**config.mk**
```make
export PLATFORM = sky130hd
export DESIGN_NAME = retimer_output_select_prbs
export DESIGN_NICKNAME = d
export VERILOG_FILES = /design/src/retimer_pkg.sv /design/src/prbs_gen.sv /design/src/retimer_output_select_prbs.sv
export SDC_FILE = /design/constraint.sdc
export NUM_CORES = 1
export LEC_CHECK = 0
export ABC_AREA = 0
export BUFFER_PORTS_ARGS = -buffer_cell sky130_fd_sc_hd__buf_2
export CAP_MARGIN = 40
export CORE_MARGIN = 3
export CORE_UTILIZATION = 55
export CTS_CLUSTER_SIZE = 25
export DETAILED_ROUTE_END_ITERATION = 7
export PLACE_DENSITY = 0.75
export SETUP_SLACK_MARGIN = 0.1
export SYNTH_ARGS = -nofsm -noshare
export SYNTH_HDL_FRONTEND = slang
export SYNTH_SLANG_ARGS = --single-unit
```
**constraint.sdc**
```tcl
create_clock -name clk -period 2.2 [get_ports clk]
set_clock_uncertainty 0.2 [all_clocks]
set_input_delay 0.11 -clock clk [delete_from_list [all_inputs] [get_ports clk]]
set_output_delay 0.11 -clock clk [all_outputs]
set_load 0.005 [all_outputs]
```
**src/retimer_pkg.sv**
```systemverilog
// Constants and types of the retimer output select block
package retimer_pkg;

    // Register offsets
    localparam logic [7:0] OFS_OVR = 8'h09;
    localparam logic [7:0] OFS_CLKEN = 8'h0D;
    localparam logic [7:0] OFS_SDET = 8'h14;
    localparam logic [7:0] OFS_DIV = 8'h18;
    localparam logic [7:0] OFS_OSEL = 8'h1E;
    localparam logic [7:0] OFS_PRBS = 8'h30;
    localparam logic [7:0] OFS_STAT = 8'h40;
    localparam logic [7:0] OFS_CHSEL = 8'hFF;

    // Reset values
    localparam logic [7:0] RST_OVR = 8'h00;
    localparam logic [7:0] RST_OSEL = 8'hE0;
    localparam logic [7:0] RST_ZERO = 8'h00;

    // Field positions
    localparam int OVR_DIV_BIT = 2;
    localparam int OVR_QCLK_BIT = 4;
    localparam int OVR_OUT_BIT = 5;
    localparam int CLKEN_PRBS_BIT = 5;
    localparam int SDET_ON_BIT = 7;
    localparam int SDET_OFF_BIT = 6;
    localparam int DIV_LSB = 4;
    localparam int OSEL_LSB = 5;
    localparam int OSEL_PRBS_BIT = 4;
    localparam int OSEL_QCLK_BIT = 0;
    localparam int PRBS_LOAD_BIT = 3;
    localparam int PRBS_SEL_LSB = 0;

    // Divider field upper legal code
    localparam logic [2:0] DIV_MAX = 3'h4;

    // Output source codes
    typedef enum logic [2:0] {
        SRC_RAW = 3'h0,
        SRC_RETIMED = 3'h1,
        SRC_ICLK = 3'h2,
        SRC_QCLK = 3'h3,
        SRC_PRBS = 3'h4,
        SRC_OSC = 3'h5,
        SRC_BAD = 3'h6,
        SRC_MUTE = 3'h7
    } src_e;

    // Pattern select codes
    localparam logic [1:0] PAT_P9 = 2'h0;
    localparam logic [1:0] PAT_P31 = 2'h2;

    // Register bus request
    typedef struct packed {
        logic [7:0] addr;
        logic [7:0] wdata;
        logic wr;
        logic rd;
    } regReq_s;

endpackage

```
**src/prbs_gen.sv**
```systemverilog
// Pseudo-random sequence generator, 9-bit or 31-bit
`timescale 1ns/1ps
`default_nettype none
module prbs_gen #(
    parameter int W = 31
) (
    input wire logic clk,
    input wire logic rst,
    input wire logic clkReset,
    input wire logic run,
    input wire logic [1:0] patSel,
    output logic prbsBit
);
    logic [W-1:0] lfsr_r;
    logic fb;
    logic longSel;

    // Selector 2 picks the long sequence, 0 the short one
    assign longSel = (patSel == retimer_pkg::PAT_P31);
    // x^31+x^28+1 or x^9+x^5+1
    assign fb = longSel ? (lfsr_r[30] ^ lfsr_r[27]) : (lfsr_r[8] ^ lfsr_r[4]);
    assign prbsBit = longSel ? lfsr_r[30] : lfsr_r[8];

    // Clock reset seeds all ones so the sequence never locks up
    always_ff @(posedge clk) begin
        if (rst || clkReset) begin
            lfsr_r <= '1;
        end else if (run) begin
            lfsr_r <= {lfsr_r[W-2:0], fb};
        end
    end
endmodule
`default_nettype wire

```
**src/retimer_output_select_prbs.sv**
```systemverilog
// Channel output multiplexer, signal detect force, divider override and pattern control
//
// The placing of the registers and the plain strobed port were chosen for this implementation.
`timescale 1ns/1ps
`default_nettype none
module retimer_output_select_prbs #(
    parameter int CHAN_IDX = 0
) (
    input wire logic clk,
    input wire logic rst,
    input wire retimer_pkg::regReq_s busReq,
    output logic [7:0] rdData_r,
    input wire logic sigDetPin,
    input wire logic lockPin,
    input wire logic rawData,
    input wire logic retimedData,
    input wire logic vcoIClk,
    input wire logic vcoQClk,
    input wire logic osc10m,
    input wire logic [2:0] autoDivCode,
    output logic serOut_r,
    output logic chanEn_r,
    output logic [2:0] divCode_r,
    output logic [4:0] divRatio_r
);
    localparam int NIN = 7;

    logic [7:0] ovr_r;
    logic [7:0] clkEn_r;
    logic [7:0] sdet_r;
    logic [7:0] div_r;
    logic [7:0] osel_r;
    logic [7:0] prbs_r;
    logic [7:0] chSel_r;
    logic [NIN-1:0] inS1_r;
    logic [NIN-1:0] inS2_r;
    logic sdSync;
    logic lockSync;
    logic rawS;
    logic rtS;
    logic iS;
    logic qS;
    logic oscS;
    logic sdEff;
    logic outOvr;
    logic [2:0] field;
    logic [2:0] divField;
    logic divOvr;
    logic prbsDig;
    logic prbsRun;
    logic prbsBit;
    logic chanHit;
    logic wrHit;
    retimer_pkg::src_e src_nxt;
    retimer_pkg::src_e src_r;
    logic serOut_nxt;
    logic [2:0] divCode_nxt;
    logic [7:0] rd_nxt;

    // Two-flop synchronisers for everything arriving from outside the clock domain
    always_ff @(posedge clk) begin
        if (rst) begin
            inS1_r <= '0;
            inS2_r <= '0;
        end else begin
            inS1_r <= {osc10m, vcoQClk, vcoIClk, retimedData, rawData, lockPin, sigDetPin};
            inS2_r <= inS1_r;
        end
    end

    assign sdSync = inS2_r[0];
    assign lockSync = inS2_r[1];
    assign rawS = inS2_r[2];
    assign rtS = inS2_r[3];
    assign iS = inS2_r[4];
    assign qS = inS2_r[5];
    assign oscS = inS2_r[6];

    // Channel register set only answers while this channel is selected
    assign chanHit = chSel_r[CHAN_IDX];
    assign wrHit = busReq.wr && chanHit;

    // Channel select register, shared by all channels
    always_ff @(posedge clk) begin
        if (rst) begin
            chSel_r <= retimer_pkg::RST_ZERO;
        end else if (busReq.wr && busReq.addr == retimer_pkg::OFS_CHSEL) begin
            chSel_r <= busReq.wdata;
        end
    end

    // Override register; a write of zero drops every override at once
    always_ff @(posedge clk) begin
        if (rst) begin
            ovr_r <= retimer_pkg::RST_OVR;
        end else if (wrHit && busReq.addr == retimer_pkg::OFS_OVR) begin
            ovr_r <= busReq.wdata;
        end
    end

    // Clock enable register, holds the generator clock enable
    always_ff @(posedge clk) begin
        if (rst) begin
            clkEn_r <= retimer_pkg::RST_ZERO;
        end else if (wrHit && busReq.addr == retimer_pkg::OFS_CLKEN) begin
            clkEn_r <= busReq.wdata;
        end
    end

    // Signal detect control register
    always_ff @(posedge clk) begin
        if (rst) begin
            sdet_r <= retimer_pkg::RST_ZERO;
        end else if (wrHit && busReq.addr == retimer_pkg::OFS_SDET) begin
            sdet_r <= busReq.wdata;
        end
    end

    // Divider register
    always_ff @(posedge clk) begin
        if (rst) begin
            div_r <= retimer_pkg::RST_ZERO;
        end else if (wrHit && busReq.addr == retimer_pkg::OFS_DIV) begin
            div_r <= busReq.wdata;
        end
    end

    // Output select register; field starts at mute
    always_ff @(posedge clk) begin
        if (rst) begin
            osel_r <= retimer_pkg::RST_OSEL;
        end else if (wrHit && busReq.addr == retimer_pkg::OFS_OSEL) begin
            osel_r <= busReq.wdata;
        end
    end

    // Generator control register
    always_ff @(posedge clk) begin
        if (rst) begin
            prbs_r <= retimer_pkg::RST_ZERO;
        end else if (wrHit && busReq.addr == retimer_pkg::OFS_PRBS) begin
            prbs_r <= busReq.wdata;
        end
    end

    // Decoded controls
    assign outOvr = ovr_r[retimer_pkg::OVR_OUT_BIT];
    assign divOvr = ovr_r[retimer_pkg::OVR_DIV_BIT];
    assign field = osel_r[retimer_pkg::OSEL_LSB +: 3];
    assign divField = div_r[retimer_pkg::DIV_LSB +: 3];
    assign prbsDig = osel_r[retimer_pkg::OSEL_PRBS_BIT];

    // Force-off wins; force-on alone forces detect; both clear leaves it automatic
    always_comb begin
        unique case ({sdet_r[retimer_pkg::SDET_ON_BIT], sdet_r[retimer_pkg::SDET_OFF_BIT]})
            2'b10: sdEff = 1'b1;
            2'b00: sdEff = sdSync;
            default: sdEff = 1'b0;
        endcase
    end

    // Generator shifts only after digital enable, clock load and clock enable
    assign prbsRun = prbsDig && prbs_r[retimer_pkg::PRBS_LOAD_BIT]
        && clkEn_r[retimer_pkg::CLKEN_PRBS_BIT];

    // Pattern engine; clk stands in for the locked or free-running bit clock
    prbs_gen #(
        .W(31)
    ) u_prbs (
        .clk(clk),
        .rst(rst),
        .clkReset(!prbs_r[retimer_pkg::PRBS_LOAD_BIT]),
        .run(prbsRun),
        .patSel(prbs_r[retimer_pkg::PRBS_SEL_LSB +: 2]),
        .prbsBit(prbsBit)
    );

    // Source choice: powered-down channel mutes, lock wins unless overridden
    always_comb begin
        src_nxt = retimer_pkg::SRC_MUTE;
        if (!sdEff) begin
            src_nxt = retimer_pkg::SRC_MUTE;
        end else if (!outOvr && lockSync) begin
            src_nxt = retimer_pkg::SRC_RETIMED;
        end else begin
            src_nxt = retimer_pkg::src_e'(field);
            // Q-clock needs both enables, else nothing to drive
            if (field == retimer_pkg::SRC_QCLK && !(ovr_r[retimer_pkg::OVR_QCLK_BIT]
                    && osel_r[retimer_pkg::OSEL_QCLK_BIT])) begin
                src_nxt = retimer_pkg::SRC_MUTE;
            end
            // Idle generator would only give a flat line
            if (field == retimer_pkg::SRC_PRBS && !prbsDig) begin
                src_nxt = retimer_pkg::SRC_MUTE;
            end
            // Free oscillator only reachable through the override
            if (field == retimer_pkg::SRC_OSC && !outOvr) begin
                src_nxt = retimer_pkg::SRC_MUTE;
            end
            if (field == retimer_pkg::SRC_BAD) begin
                src_nxt = retimer_pkg::SRC_MUTE;
            end
        end
    end

    // Output multiplexer; free-running raw or retimed inputs just pass noise through
    always_comb begin
        unique case (src_nxt)
            retimer_pkg::SRC_RAW: serOut_nxt = rawS;
            retimer_pkg::SRC_RETIMED: serOut_nxt = rtS;
            retimer_pkg::SRC_ICLK: serOut_nxt = iS;
            retimer_pkg::SRC_QCLK: serOut_nxt = qS;
            retimer_pkg::SRC_PRBS: serOut_nxt = prbsBit;
            retimer_pkg::SRC_OSC: serOut_nxt = oscS;
            retimer_pkg::SRC_BAD: serOut_nxt = 1'b0;
            retimer_pkg::SRC_MUTE: serOut_nxt = 1'b0;
        endcase
    end

    // Registered output stage and channel power state
    always_ff @(posedge clk) begin
        if (rst) begin
            src_r <= retimer_pkg::SRC_MUTE;
            serOut_r <= 1'b0;
            chanEn_r <= 1'b0;
        end else begin
            src_r <= src_nxt;
            serOut_r <= serOut_nxt;
            chanEn_r <= sdEff;
        end
    end

    // Divider: automatic, or overridden; illegal codes keep the last ratio
    always_comb begin
        divCode_nxt = divCode_r;
        if (!divOvr) begin
            if (autoDivCode <= retimer_pkg::DIV_MAX) begin
                divCode_nxt = autoDivCode;
            end
        end else if (divField <= retimer_pkg::DIV_MAX) begin
            divCode_nxt = divField;
        end
    end

    // Applied divider code and ratio
    always_ff @(posedge clk) begin
        if (rst) begin
            divCode_r <= 3'h0;
            divRatio_r <= 5'h01;
        end else begin
            divCode_r <= divCode_nxt;
            divRatio_r <= 5'(5'h01 << divCode_nxt);
        end
    end

    // Read decode; unmapped or other channel reads give zero
    always_comb begin
        rd_nxt = 8'h00;
        if (busReq.addr == retimer_pkg::OFS_CHSEL) begin
            rd_nxt = chSel_r;
        end else if (chanHit) begin
            unique case (busReq.addr)
                retimer_pkg::OFS_OVR: rd_nxt = ovr_r;
                retimer_pkg::OFS_CLKEN: rd_nxt = clkEn_r;
                retimer_pkg::OFS_SDET: rd_nxt = sdet_r;
                retimer_pkg::OFS_DIV: rd_nxt = div_r;
                retimer_pkg::OFS_OSEL: rd_nxt = osel_r;
                retimer_pkg::OFS_PRBS: rd_nxt = prbs_r;
                retimer_pkg::OFS_STAT: rd_nxt = {lockSync, sdEff, src_r, divCode_r};
                default: rd_nxt = 8'h00;
            endcase
        end
    end

    // Read data stands only in the cycle after the strobe
    always_ff @(posedge clk) begin
        if (rst) begin
            rdData_r <= 8'h00;
        end else if (busReq.rd) begin
            rdData_r <= rd_nxt;
        end else begin
            rdData_r <= 8'h00;
        end
    end
endmodule
`default_nettype wire

```
=== After elaboration in Yosys (flattened, before gate mapping) ===
Cells that the tools add are included.

* Bits of input ports: 30
* Register bits: 122
* Logic and storage cells: 83

* Reduce and logical (&&, ||, !) cells: 24
* Order comparisons: 2
* Equal/unequal tests: 21
* Bitwise logic cells: 3
* Multiplexer cells: 16
* Shift-type cells: 1

{| class="wikitable"
|+ Operator list
! kind !! count
|-
| $pmux 8 s7 || 1
|-
| $mux 3 || 9
|-
| $eq 8x5->1 const B || 3
|-
| $eq 3x3->1 const B || 7
|-
| $eq 8x4->1 const B || 2
|-
| $mux 8 || 2
|-
| $logic_and 1x1->1 || 15
|-
| $eq 3x2->1 const B || 3
|-
| $eq 8x6->1 const B || 1
|-
| $eq 8x7->1 const B || 1
|-
| $eq 8x8->1 const B || 1
|-
| $pmux 1 s7 || 1
|-
| $le 3x3->1 const B || 2
|-
| $shl 1x3->5 const A || 1
|-
| $eq 2x2->1 const B || 2
|-
| $logic_not 1->1 || 4
|-
| $reduce_or 2->1 || 2
|-
| $eq 3x1->1 const B || 1
|-
| $logic_not 3->1 || 1
|-
| $logic_not 2->1 || 1
|-
| $mux 1 || 2
|-
| $pmux 1 s2 || 1
|-
| $xor 1x1->1 || 2
|-
| $logic_or 1x1->1 || 1
|-
| $not 1->1 || 1
|}

=== Depth between registers and ports, before layout ===
* Depth in word-level cells: 12
* Depth in mapped cells: 7
* Depth with buffers taken out: 5

=== Hierarchy ===
Synthesis repeated with hierarchy kept, for this count alone.

* Cell total of the unflattened synthesis: 537
* Area total of the unflattened synthesis: 5114.9 um^2

{| class="wikitable"
|+ By module, submodules not included
! module !! area an instance (um^2) !! sequential area each (um^2) !! cells each !! instances
|-
| retimer_output_select_prbs || 3937.5 || 1821.7 || 430 || 1
|-
| prbs_gen || 1177.4 || 620.6 || 107 || 1
|}

=== Worst setup path before layout ===
Ideal clock, no wire load.

* Path type: input port to flip-flop
* From: input busReq[13] (netlist name)
* To: register prbs_r[1]
* Slack: 0.438 ns
* Data arrival time: 1.435 ns
* Library setup time: 0.128 ns
* Buffers on the path: 2
* Cell stages on the path: 6
* Path through: buf_6 > or4_4 > nor4b_4 > buf_6 > mux2i_1 > nor2_1

* Cells in the longest elaborated chain, start to end: 2

{| class="wikitable"
|+ RTL lines
! item !! RTL line !! RTL
|-
| from (decl) || retimer_output_select_prbs.sv:11 || <nowiki>input wire retimer_pkg::regReq_s busReq,</nowiki>
|-
| $eq 8x6->1 || retimer_output_select_prbs.sv:141 || <nowiki>end else if (wrHit && busReq.addr == retimer_pkg::OFS_PRBS) begin</nowiki>
|-
| $logic_and 1x1->1 || retimer_output_select_prbs.sv:141 ||
|-
| to (signal assigned) || retimer_output_select_prbs.sv:140 || <nowiki>prbs_r <= retimer_pkg::RST_ZERO;</nowiki>
|-
| to (signal assigned) || retimer_output_select_prbs.sv:142 || <nowiki>prbs_r <= busReq.wdata;</nowiki>
|-
| to (decl) || retimer_output_select_prbs.sv:33 || <nowiki>logic [7:0] prbs_r;</nowiki>
|}

Every way passes these cells.
A chain may end at the register's enable or synchronous reset.

=== Final worst setup path ===
* From: register divCode_r[1]
* To: register divRatio_r[2]

* Cells in the longest elaborated chain, start to end: 3
* Elaborated cells between the ends (all ways): 4

{| class="wikitable"
|+ RTL lines
! item !! RTL line !! RTL
|-
| from (decl) || retimer_output_select_prbs.sv:23 || <nowiki>output logic [2:0] divCode_r,</nowiki>
|-
| from (signal assigned) || retimer_output_select_prbs.sv:251 || <nowiki>divCode_r <= divCode_nxt;</nowiki>
|-
| $mux 3 (on tied branches) || retimer_output_select_prbs.sv:237, retimer_output_select_prbs.sv:240 ||
|-
| $mux 3 * || retimer_output_select_prbs.sv:236 || <nowiki>if (!divOvr) begin</nowiki>
|-
| $shl 1x3->5 * || retimer_output_select_prbs.sv:252 || <nowiki>divRatio_r <= 5'(5'h01 << divCode_nxt);</nowiki>
|-
| to (signal assigned) || retimer_output_select_prbs.sv:252 ||
|-
| to (decl) || retimer_output_select_prbs.sv:24 || <nowiki>output logic [4:0] divRatio_r</nowiki>
|}

Mark *: on every way between the ends. The rest lies on a longest branch, timed or not.

==> flow_metrics.tcl <==
set metrics [dict create \
    numCtsBuffers 17 \
    dieWidth_um 101 \
    worst_setup_path_start_kind "flop" \
    r2r_slack_ns 0.20 \
    critPathCaptureType "flop" \
    synth_area_leader_cell "dfxtp_1" \
    synth_edf_count 0 \
    status "finished, final reports clean" \
    drc_errors 0 \
    wl_per_cell_um 16.6 \
    cts_buffer_depth 2 \
    relSlewSlack 0.575 \
    timing.final.ws_setup_ns 0.204 \
    dp_hpwl_um 8170 \
    grt_first_pass_wirelength_um 20800 \
    die_height_um 101 \
    die-area_sq_um 10200 \
    drive_gt1_frac 0.171 \
    ant_nets 0 \
    finalPower_mw 5.55 \
    worstPathRequired_ns 2.41 \
    cp_slowest_stage_delay_ns 0.60 \
    num_vias 4451 \
    path_class "reg -> reg" \
    grt_max_degree 85 \
    synth_cell_types 52 \
    synth_nets 599 \
    ir_drop_mv 0.823 \
    synth.avg_cell_area_sq_um 8.76 \
    async_flop_share 0 \
    hold_viol 0 \
    crit_slowest_cell "dlygate4sd3_1" \
    path_buf_inv 2 \
    first_global_vias 4153 \
    worstRegToRegCells 5 \
    synth_ff_type "dfxtp_1" \
    pre_cts_slack_ns 0.269 \
    leakage_nw 2.55 \
    ys_ff_latch 122 \
    initial_utilization 0.569 \
    clkTransAtPathRegs_ns 0.06 \
    fin_tns_setup_ns 0 \
    min_period_ns 2.00 \
    vias_per_cell 5.71 \
    hold_class "in -> reg" \
    min_from "autoDivCode[1]" \
    nNetsFinal 688 \
    period_share 0.907 \
    path_cells "inv_1 -> a211oi_1 -> dlygate4sd3_1 -> a21oi_2 -> nor4b_1" \
    io_buffers 47 \
    placementRows 34 \
    reg2reg_to "divRatio_r[2]$_SDFF_PP0_" \
    mappedNetlistArea_sq_um 4980 \
    final_max_slew_viol_count 0 \
    fmax_mhz 501 \
    powerDensity_nw_per_um2 870 \
    clock_latency_ns 0.51 \
    grt-ovfl-total 0 \
    setup-violations-final 0 \
    cp_top_family "buffers and inverters" \
    min_delay_worst_endpoint "divRatio_r[0]$_SDFF_PP1_" \
    htree_levels 4 \
    critPathMaxFanout 5 \
    n_antenna_cell 0 \
    cts.sinks 122 \
    io-pin-count 48 \
    dr.first_iter.drc_count 426 \
    yosys_warnings 0 \
    dr.pass1.iters 5 \
    path_depth 5 \
    core_area_sq_um 8760 \
    rsz0062_at_grt "no" \
    synth_area_leaders "dfxtp_1 49%, mux2i_1 9.2%, nand2_1 8.5%, nor2_1 4.4%, nand3_1 4.0%" \
    maxCapViolCount 0 \
    critical_path.startpoint "divCode_r[1]$_SDFF_PP0_" \
    ys_seq_area_frac 0.490 \
    synth_common_cells "122 x dfxtp_1, 113 x nand2_1, 58 x nor2_1, 46 x mux2i_1, 40 x nand3_1" \
    antenna_found_initial 0 \
    largest-register "u_prbs.lfsr_r" \
    synth_cells 569 \
    worst_slew_pin_slew_ns 0.638 \
    yosysMostFrequentCell "dfxtp_1" \
    clock-root-buffer "clkbuf_8" \
    rr_startpoint "divCode_r[1]$_SDFF_PP0_" \
    track_usage 0.261 \
    syn_to_final_growth_pct 28.1 \
    wl_um 13000 \
    largest_register_ffs 31 \
    hold_depth 5 \
    synth_top_area_share 0.490 \
    critPathArrivalTime_ns 2.21 \
    cts_tree "done" \
    routabilityCongestion 1.05 \
]
## worst max-delay path by stage
stage                                           to  slack, ns
after floorplan             prbs_r[1]$_SDFFE_PP0P_       0.44
after global placement      prbs_r[5]$_SDFFE_PP0P_       0.32
after detailed placement    prbs_r[6]$_SDFFE_PP0P_       0.27
after CTS                  clkEn_r[0]$_SDFFE_PP0P_       0.16
after global routing      divRatio_r[3]$_SDFF_PP0_       0.12
final                     divRatio_r[2]$_SDFF_PP0_       0.20
## timing repair
action | CTS | global route
setup endpoints to repair | 0 | 7
hold endpoints to repair | 85 | 0
resized for setup | 0 | 3
hold buffers | 37 | 0
setup buffers | 0 | 0
## placed cells by master (no fill, tap or decap), types with 5 or more instances in the layout
master         synthesis  routed
a21oi_1               36      35
a22oi_1               11      11
a31oi_1                6       6
buf_2                  5      47
buf_4                  2      15
bufinv_16              0       5
clkbuf_16              0      16
dfxtp_1              122     121
dlygate4sd3_1          0      37
inv_6                  0       5
mux2i_1               46      46
nand2_1              113     112
nand2b_1               5       5
nand3_1               40      40
nor2_1                58      58
nor2b_1               20      20
o21ai_1                8       8
o22ai_1                7       7
## metrics by stage
| stage | std cells | utilization | instance area (sq um) | hold slack [ns] |
|---|---|---|---|---|
| floorplan | 569 | - | 4980 | 0.0382 |
| global placement | 710 | 0.611 | 5360 | 0.120 |
| detailed placement | 710 | 0.611 | 5360 | 0.123 |
| global route | 779 | 0.728 | 6380 | 0.0394 |
| CTS | 779 | 0.728 | 6380 | 0.00931 |
| finish | 779 | 0.728 | 6380 | 0.0408 |
## worst reg2reg max path, cell delays in order (launching register included)
cell	delay [ns]
dfxtp_1	0.40
inv_1	0.09
a211oi_1	0.27
dlygate4sd3_1	0.60
a21oi_2	0.06
nor4b_1	0.27
## cell type report
cell class | instances | area (sq um)
clock buffer | 17 | 414
timing repair buffer | 101 | 758
inverter | 4 | 15.0
multi-input combinational | 412 | 2380
clock inverter | 15 | 236
fill | 628 | 2380
sequential | 122 | 2440
tap | 108 | 135
## routing by layer
metal  wire [um]  GRT usage  share of wire
met5           0          0              0
met4         344      0.108          0.027
met3         880     0.0592          0.068
met2        6050      0.402           0.47
met1        5680      0.355           0.44
## where the power goes
group | internal (mW) | switching, mW
Combinational | 0.110 | 0.139
Sequential | 2.23 | 0.00878
Clock | 1.98 | 1.08
## cells by family (layout without fill, tap and decap cells)
family | count (synthesis) | after routing | synth area share
compound gates | 84 | 84 | 0.101
xor+xnor | 3 | 3 | 0.00527
buf+inv | 35 | 137 | 0.0336
flops | 122 | 122 | 0.490
mux | 48 | 48 | 0.0969
simple gates | 277 | 277 | 0.273
No activity file was read; power rests on OpenSTA's default activity.
